[src/lpr_params.svh]
// How it works
// RQ1 - Control bits 7:6 pick LED drive current.
// RQ2 - Control bits 5:4 pick proximity photodiode.
// RQ3 - Host writes zeros into control bits 3:2.
// RQ4 - Control bits 1:0 pick ambient light gain.
// RQ5 - Read-only identification register at 0x12.
// RQ6 - Read-only status at 0x13, writes ignored.
// RQ7 - Status bit 5 mirrors proximity interrupt.
// RQ8 - Status bit 4 mirrors light interrupt.
// RQ9 - Status bit 0 set after light integration.
// RQ10 - Two light results at 0x14 to 0x17.
// RQ11 - Low byte read latches that channel's high byte.
// RQ12 - Latched high byte survives new integrations.
// RQ13 - Host reads low byte then high byte.
// RQ14 - Proximity result at 0x18 and 0x19.
// RQ15 - Proximity low read latches its high byte.
// RQ16 - Interrupt pin is open drain, low active.
// RQ17 - Light interrupt judged on first channel only.
// RQ18 - Reserved status bits read as zero.
`ifndef LPR_PARAMS_SVH
`define LPR_PARAMS_SVH
`define LPR_ADDR_CTRL 8'h0F
`define LPR_ADDR_ID 8'h12
`define LPR_ADDR_STAT 8'h13
`define LPR_ADDR_L0_LO 8'h14
`define LPR_ADDR_L0_HI 8'h15
`define LPR_ADDR_L1_LO 8'h16
`define LPR_ADDR_L1_HI 8'h17
`define LPR_ADDR_PX_LO 8'h18
`define LPR_ADDR_PX_HI 8'h19
`define LPR_CTRL_RST 8'h10
`define LPR_CTRL_WMASK 8'hF3
`define LPR_DRV_HI 7
`define LPR_DRV_LO 6
`define LPR_DIODE_HI 5
`define LPR_DIODE_LO 4
`define LPR_GAIN_HI 1
`define LPR_GAIN_LO 0
`define LPR_ST_PIRQ 5
`define LPR_ST_AIRQ 4
`define LPR_ST_VALID 0
`define LPR_DIODE_RSVD 2'h0
`define LPR_ID_VALUE 8'h5A
`endif

[src/lpr_pkg.sv]
package lpr_pkg;
    typedef enum logic [1:0] {
        LPR_DRV_100MA = 2'h0,
        LPR_DRV_50MA = 2'h1,
        LPR_DRV_25MA = 2'h2,
        LPR_DRV_12MA5 = 2'h3
    } lpr_drive_t;
    typedef enum logic [1:0] {
        LPR_DIODE_NONE = 2'h0,
        LPR_DIODE_FIRST = 2'h1,
        LPR_DIODE_SECOND = 2'h2,
        LPR_DIODE_BOTH = 2'h3
    } lpr_diode_t;
    typedef enum logic [1:0] {
        LPR_GAIN_1X = 2'h0,
        LPR_GAIN_8X = 2'h1,
        LPR_GAIN_16X = 2'h2,
        LPR_GAIN_120X = 2'h3
    } lpr_gain_t;
    typedef struct packed {
        logic [7:0] low_r;
        logic [7:0] shadow_r;
    } lpr_shadow_st_t;
    typedef struct packed {
        logic [7:0] ctrl_r;
        logic valid_r;
        logic [7:0] rdata_r;
    } lpr_top_st_t;
endpackage

[src/lpr_shadow_if.sv]
`timescale 1ns/1ps
`default_nettype none
interface lpr_shadow_if;
    logic [15:0] result;
    logic capture;
    logic [7:0] low_byte;
    logic [7:0] high_byte;
    modport owner (input result, input capture, output low_byte, output high_byte);
    modport user (output result, output capture, input low_byte, input high_byte);
endinterface
`default_nettype wire

[src/lpr_shadow.sv]
`timescale 1ns/1ps
`default_nettype none
module lpr_shadow (
    // Clock and reset.
    input wire logic clk,
    input wire logic nrst,
    // Result and capture strobe.
    lpr_shadow_if.owner sh
);
    import lpr_pkg::*;
    lpr_shadow_st_t st_r, st_nxt;

    always_comb begin
        st_nxt = st_r;
        // The high byte is frozen with the low byte so a pair always matches.
        if (sh.capture) begin
            st_nxt.low_r = sh.result[7:0]; // RQ11
            st_nxt.shadow_r = sh.result[15:8]; // RQ12
        end
    end

    always_ff @(posedge clk or negedge nrst) begin
        if (!nrst) begin
            st_r <= '0;
        end else begin
            st_r <= st_nxt;
        end
    end

    assign sh.low_byte = sh.capture ? sh.result[7:0] : st_r.low_r;
    assign sh.high_byte = st_r.shadow_r;

    shadow_hold_a: assert property (@(posedge clk) disable iff (!nrst)
        !sh.capture |=> sh.high_byte == $past(sh.high_byte)) else $error("shadow changed without capture"); // RQ12
    shadow_take_a: assert property (@(posedge clk) disable iff (!nrst)
        sh.capture |=> sh.high_byte == $past(sh.result[15:8])) else $error("shadow missed capture"); // RQ11
endmodule
`default_nettype wire

[src/light_prox_result_regs.sv]
`timescale 1ns/1ps
`default_nettype none
`include "lpr_params.svh"
module light_prox_result_regs (
    // Clock and reset.
    input wire logic clk,
    input wire logic nrst,
    // Register access port.
    input wire logic reg_wr,
    input wire logic reg_rd,
    input wire logic [7:0] reg_addr,
    input wire logic [7:0] reg_wdata,
    output logic [7:0] reg_rdata,
    // Measurement core.
    input wire logic light_cycle_done,
    input wire logic [15:0] light_first_result,
    input wire logic [15:0] light_second_result,
    input wire logic [15:0] prox_result,
    input wire logic prox_irq_flag,
    input wire logic light_irq_flag,
    input wire logic light_valid_clear,
    // Analog settings.
    output lpr_pkg::lpr_drive_t led_drive_level,
    output lpr_pkg::lpr_diode_t prox_diode_select,
    output lpr_pkg::lpr_gain_t light_gain_select,
    output logic light_irq_source_first,
    // Open-drain interrupt pin.
    output logic int_o,
    output logic int_oe_n
);
    import lpr_pkg::*;

    // ************************************************
    // Result shadows
    // ************************************************
    lpr_shadow_if sh_l0();
    lpr_shadow_if sh_l1();
    lpr_shadow_if sh_px();

    assign sh_l0.result = light_first_result; // RQ10
    assign sh_l1.result = light_second_result; // RQ10
    assign sh_px.result = prox_result; // RQ14
    assign sh_l0.capture = reg_rd && reg_addr == `LPR_ADDR_L0_LO; // RQ11
    assign sh_l1.capture = reg_rd && reg_addr == `LPR_ADDR_L1_LO; // RQ11
    assign sh_px.capture = reg_rd && reg_addr == `LPR_ADDR_PX_LO; // RQ15

    lpr_shadow u_l0 (.clk(clk), .nrst(nrst), .sh(sh_l0));
    lpr_shadow u_l1 (.clk(clk), .nrst(nrst), .sh(sh_l1));
    lpr_shadow u_px (.clk(clk), .nrst(nrst), .sh(sh_px));

    // ************************************************
    // Register state
    // ************************************************
    lpr_top_st_t st_r, st_nxt;
    logic [7:0] status;
    logic pirq_s1_r, pirq_s2_r, airq_s1_r, airq_s2_r;

    // Interrupt flags arrive from the analog side and are synchronised first.
    always_ff @(posedge clk or negedge nrst) begin
        if (!nrst) begin
            pirq_s1_r <= 1'b0;
            pirq_s2_r <= 1'b0;
            airq_s1_r <= 1'b0;
            airq_s2_r <= 1'b0;
        end else begin
            pirq_s1_r <= prox_irq_flag;
            pirq_s2_r <= pirq_s1_r;
            airq_s1_r <= light_irq_flag;
            airq_s2_r <= airq_s1_r;
        end
    end

    always_comb begin
        status = 8'h00; // RQ18
        status[`LPR_ST_PIRQ] = pirq_s2_r; // RQ7
        status[`LPR_ST_AIRQ] = airq_s2_r; // RQ8
        status[`LPR_ST_VALID] = st_r.valid_r; // RQ9
    end

    always_comb begin
        st_nxt = st_r;
        // Control is the only writable register; ID and status ignore writes.
        if (reg_wr && reg_addr == `LPR_ADDR_CTRL) begin
            st_nxt.ctrl_r = reg_wdata & `LPR_CTRL_WMASK; // RQ3
        end
        // Completion wins over a clear in the same cycle.
        if (light_cycle_done) begin
            st_nxt.valid_r = 1'b1; // RQ9
        end else if (light_valid_clear) begin
            st_nxt.valid_r = 1'b0;
        end
        if (reg_rd) begin
            unique case (reg_addr)
                `LPR_ADDR_CTRL: begin
                    st_nxt.rdata_r = st_r.ctrl_r;
                end
                `LPR_ADDR_ID: begin
                    st_nxt.rdata_r = `LPR_ID_VALUE; // RQ5
                end
                `LPR_ADDR_STAT: begin
                    st_nxt.rdata_r = status; // RQ6
                end
                `LPR_ADDR_L0_LO: begin
                    st_nxt.rdata_r = sh_l0.low_byte;
                end
                `LPR_ADDR_L0_HI: begin
                    st_nxt.rdata_r = sh_l0.high_byte; // RQ11
                end
                `LPR_ADDR_L1_LO: begin
                    st_nxt.rdata_r = sh_l1.low_byte;
                end
                `LPR_ADDR_L1_HI: begin
                    st_nxt.rdata_r = sh_l1.high_byte; // RQ11
                end
                `LPR_ADDR_PX_LO: begin
                    st_nxt.rdata_r = sh_px.low_byte;
                end
                `LPR_ADDR_PX_HI: begin
                    st_nxt.rdata_r = sh_px.high_byte; // RQ15
                end
                default: begin
                    st_nxt.rdata_r = 8'h00;
                end
            endcase
        end
    end

    always_ff @(posedge clk or negedge nrst) begin
        if (!nrst) begin
            st_r.ctrl_r <= `LPR_CTRL_RST;
            st_r.valid_r <= 1'b0;
            st_r.rdata_r <= 8'h00;
        end else begin
            st_r <= st_nxt;
        end
    end

    // ************************************************
    // Outputs
    // ************************************************
    assign reg_rdata = st_r.rdata_r;
    assign led_drive_level = lpr_drive_t'(st_r.ctrl_r[`LPR_DRV_HI:`LPR_DRV_LO]); // RQ1
    assign prox_diode_select = lpr_diode_t'(st_r.ctrl_r[`LPR_DIODE_HI:`LPR_DIODE_LO]); // RQ2
    assign light_gain_select = lpr_gain_t'(st_r.ctrl_r[`LPR_GAIN_HI:`LPR_GAIN_LO]); // RQ4
    assign light_irq_source_first = 1'b1; // RQ17
    // The pin is only ever pulled low; the pull-up sets the idle level.
    assign int_o = 1'b0; // RQ16
    assign int_oe_n = !(pirq_s2_r || airq_s2_r); // RQ16

    // ************************************************
    // Checks
    // ************************************************
    ctrl_rsvd_zero_a: assert property (@(posedge clk) disable iff (!nrst)
        reg_wr && reg_addr == `LPR_ADDR_CTRL |=> st_r.ctrl_r[3:2] == 2'h0) else $error("reserved control bits kept"); // RQ3
    ctrl_write_a: assert property (@(posedge clk) disable iff (!nrst)
        reg_wr && reg_addr == `LPR_ADDR_CTRL |=> led_drive_level == $past(reg_wdata[7:6])
        && light_gain_select == $past(reg_wdata[1:0]) && prox_diode_select == $past(reg_wdata[5:4])) else $error("control field lost"); // RQ1
    id_read_a: assert property (@(posedge clk) disable iff (!nrst)
        reg_rd && reg_addr == `LPR_ADDR_ID |=> reg_rdata == `LPR_ID_VALUE) else $error("id read wrong"); // RQ5
    stat_read_a: assert property (@(posedge clk) disable iff (!nrst)
        reg_rd && reg_addr == `LPR_ADDR_STAT |=> reg_rdata[7:6] == 2'h0 && reg_rdata[3:1] == 3'h0
        && reg_rdata[5] == $past(pirq_s2_r) && reg_rdata[4] == $past(airq_s2_r)) else $error("status read wrong"); // RQ7
    valid_set_a: assert property (@(posedge clk) disable iff (!nrst)
        light_cycle_done |=> st_r.valid_r) else $error("valid not set"); // RQ9
    pair_read_a: assert property (@(posedge clk) disable iff (!nrst)
        reg_rd && reg_addr == `LPR_ADDR_PX_LO ##1 reg_rd && reg_addr == `LPR_ADDR_PX_HI
        |=> reg_rdata == $past(prox_result[15:8], 2)) else $error("proximity pair torn"); // RQ15
    light_pair_a: assert property (@(posedge clk) disable iff (!nrst)
        reg_rd && reg_addr == `LPR_ADDR_L0_LO ##1 reg_rd && reg_addr == `LPR_ADDR_L0_HI
        |=> reg_rdata == $past(light_first_result[15:8], 2)) else $error("light pair torn"); // RQ12
    irq_pin_a: assert property (@(posedge clk) disable iff (!nrst)
        int_oe_n == !(status[5] || status[4])) else $error("pin disagrees with status"); // RQ16
    cv_pair: cover property (@(posedge clk) disable iff (!nrst)
        reg_rd && reg_addr == `LPR_ADDR_L1_LO ##1 reg_rd && reg_addr == `LPR_ADDR_L1_HI);
    cv_irq: cover property (@(posedge clk) disable iff (!nrst) !int_oe_n);
    cv_valid: cover property (@(posedge clk) disable iff (!nrst) light_cycle_done && light_valid_clear);
endmodule
`default_nettype wire

[config.mk]
export PLATFORM = sky130hd
export DESIGN_NAME = light_prox_result_regs
export DESIGN_NICKNAME = d
export VERILOG_FILES = /design/src/lpr_pkg.sv /design/src/lpr_shadow_if.sv /design/src/lpr_shadow.sv /design/src/light_prox_result_regs.sv
export VERILOG_INCLUDE_DIRS = /design/src
export SDC_FILE = /design/constraint.sdc
export NUM_CORES = 1
export LEC_CHECK = 0
export ABC_AREA = 1
export BUFFER_PORTS_ARGS = -buffer_cell sky130_fd_sc_hd__buf_2
export CAP_MARGIN = 20
export CORE_MARGIN = 2
export CORE_UTILIZATION = 58
export DETAILED_ROUTE_END_ITERATION = 10
export GPL_ROUTABILITY_DRIVEN = 0
export HOLD_SLACK_MARGIN = 0.08
export PLACE_DENSITY = 0.9
export SLEW_MARGIN = 10
export SYNTH_ARGS = -nofsm -noshare
export SYNTH_HDL_FRONTEND = slang
export SYNTH_HIERARCHICAL = 1
export SYNTH_SLANG_ARGS = --single-unit
[constraint.sdc]
create_clock -name clk -period 2.28 [get_ports clk]
set_input_delay 0 -clock clk [delete_from_list [all_inputs] [get_ports clk]]
set_output_delay 0 -clock clk [all_outputs]
set_load 0.02 [all_outputs]
==> results.cfg <==
[logic_synthesis]
synthTopCellsByCount = nand2_1 (236), dfrtp_1 (66), buf_4 (41), nand3_1 (39), nor2_1 (25)
ys_seq_area_share_pct = 46.1
synth_cell_types = 22
synth.area.top_cells = dfrtp_1 (45%), nand2_1 (24%), buf_4 (8.4%), nand3_1 (5.4%), nand2_2 (3.3%)
ys_seq_elements = 67
postSynthCellCount = 478
syn-mean-instance-area_um2 = 7.62
synth_edf_count = 0
ys_warn_count = 6
synthFlopType = dfrtp_1
synth_fp_nets = 550
synthesis.area_um2 = 3640
async_flop_share_pct = 100
post-synth-top-area-cell = dfrtp_1
yosysTopAreaCellShare_pct = 45.3
synth_most_common_cell = nand2_1

[setup_path]
worst-path-max-fanout = 17
slowest_delay_ns = 0.53
critPathLaunchType = primary input
cp_top_family = buffers and inverters
crit_path_end_kind = flop
crit_buf_inv = 5
crit_chain = dlygate4sd3_1 > buf_2 > inv_1 > nor4_2 > buf_4 > inv_6 > nand2_1 > nand2_1 > nand3_1 > nand2_1 > nor2_1 > nand2_1 > nand2_1 > nand2_1
cp_data_arrival_time_ns = 2.32
crit_slowest_cell = dlygate4sd3_1
worstPathRequired_ns = 2.52
critical_path.most_common_cell = nand2_1
crit_type = in -> reg

[timing]
skew_ns = 0.0110
finalSetupTns_ns = 0
max_freq_ghz = 0.483
slew_headroom_pct = 59.8
period_share_pct = 90.9
min_period_ns = 2.07
finalSetupViolCount = 0
finalMaxSlewViolations = 0
worst_slew_pin_slew_ns = 0.603
rsz0062_at_grt = no
finalHoldViolCount = 0

[power]
comb_power_share_pct = 11.7
power.share.clock_pct = 40.1
internal_power_uw = 1980
cellPowerDensity_nw_per_um2 = 560
seq_power_share_pct = 48.2
total_power_uw = 2630
p_leak_uw = 0.00269
swShare_pct = 24.8
power_switching_uw = 652
vdd_drop_max_uv = 465

[route]
remaining_drc_errors = 0
wirelength_um = 10200
drt-initial-drc-count = 462
drtPass1Iterations = 5
postRouteAntennaNets = 0
drt-vias-per-instance = 5.31
vias = 3592
wl_per_cell_um = 15.0

[global_route]
globalRouteOverflowTotal = 0
grt_first_pass_wirelength_um = 16600
grt_max_degree = 41
antenna_found_initial = 0
grt_pass1_vias = 3556
track_usage_pct = 30.6

[floorplan]
die-area_um2 = 6930
die_height_um = 83.3
die_w_um = 83.3
design.core.area_um2 = 5990
fp-row-count = 28
pin_count = 89
start_util_pct = 60.8

[cells_and_area]
antenna_cells = 0
layout.nets = 669
synthToLayoutAreaGrowth_pct = 29.0
layout-drive-gt1-share_pct = 23.6

[clock_tree]
cts_sinks = 67
cts_setup_buffers = 0
clock_latency_ns = 0.36
numCtsBuffers = 9
clkTransAtPathRegs_ns = 0.08
clockRootBuffer = clkbuf_8
cts_tree = done
clock_path_buffers = 2
cts.htree.levels = 3

[status]
status = finished, final reports clean

[placed_design]
place_hpwl_um = 6130
io_buffer_count = 84

[flow_run]
drv_cap = 0

[min_path]
hold_path_class = in -> async
worst register-to-register path, stage by stage, from the launching register on:
cell	delay, ns
dfstp_2	0.57
nand2_1	0.06
nand2_1	0.06
dlygate4sd3_1	0.54
what timing repair did:
action,CTS,global route
hold endpoints to repair,92,0
hold buffers,72,0
endpoints found under the setup margin,0,2
gates resized for setup,0,1
power groups by stage:
stage	logic [uW]	registers [uW]	clock network, uW
final	308	1270	1060
after global routing	339	1270	1100
after CTS	295	1270	1050
after detailed placement	207	1290	0
after global placement	198	1290	0
after floorplan	131	1280	0
sequential cells by signal, summed over array words and instances (netlist names):
register	count
prox_diode_select	2
pirq_s1_r	1
reg_rdata	8
u_l1/sh.high_byte	8
u_l0/sh.high_byte	8
u_l0/st_r	8
light_gain_select	2
airq_s2_r	1
led_drive_level	2
pirq_s2_r	1
u_px/st_r	8
airq_s1_r	1
u_l1/st_r	8
st_r	1
u_px/sh.high_byte	8
layout make-up:
type | count | area, um^2
multi-input cells | 337 | 1440
clock inverters | 4 | 47.5
repair buffers | 161 | 1180
flip-flops and latches | 67 | 1680
fillers | 385 | 1290
clock buffers | 12 | 165
well taps | 75 | 93.8
inverters | 21 | 93.8
per-stage QoR:
step / worst slack (ns) / hold WS (ns) / cell area (um^2) / utilization, % / std cells
after global routing: 0.0739 / 0.280 / 4700 / 78.5 / 677
after CTS: 0.174 / 0.235 / 4690 / 78.3 / 677
after detailed placement: 0.376 / 0.0463 / 3760 / 62.7 / 589
final: 0.208 / 0.220 / 4700 / 78.5 / 677
after global placement: 0.463 / 0.0247 / 3760 / 62.7 / 589
after floorplan: 0.643 / -0.296 / 3640 / - / 478
metal layers:
layer / up-vias / wire length (um) / global-route usage (%)
li1: 1661 / - / -
met1: 1628 / 3850 / 36.0
met2: 230 / 4860 / 51.9
met3: 73 / 820 / 6.26
met4: 0 / 619 / 17.1
met5: - / 0 / 0
cell usage in the layout, fill, tap and decap left out:
master         instances
dfstp_2                1
nor4_2                 1
clkinvlp_4             1
dfrtp_1               66
nand3_1               39
inv_2                  2
nand2_1              236
inv_1                 16
o21bai_1               1
inv_6                  3
dlygate4sd3_1         72
bufinv_16              1
conb_1                 2
clkbuf_8              12
nand2_2               19
nand4_1                2
and3_1                 1
nor2_1                25
nor2_4                 1
nor2_2                 8
nor4_4                 2
buf_2                 84
clkinv_2               2
buf_4                  5
cell families (layout without fill, tap and decap cells):
logic type | after synthesis | in the layout | share of synthesized area [%]
buffers and inverters | 74 | 198 | 14.9
AOI/OAI and AO/OA | 1 | 1 | 0.206
and+or+nand+nor | 334 | 334 | 38.6
DFF | 67 | 67 | 46.1
other | 2 | 2 | 0.206
worst paths after layout:
kind | start | endpoint | slack [ns] | depth (start not counted)
setup / recovery | reg_rd | reg_rdata[0] | 0.21 | 14
hold / removal | nrst | u_l1/st_r[14] | 0.22 | 2
setup reg to reg | prox_diode_select[0] | prox_diode_select[0] | 1.00 | 3
hold reg to reg | airq_s1_r | airq_s2_r | 0.35 | 0
max in group asynchronous | nrst | reg_rdata[6] | 1.13 | 3
min in group clk | reg_addr[1] | reg_rdata[2] | 0.27 | 8
No activity file was read; power rests on OpenSTA's default activity.
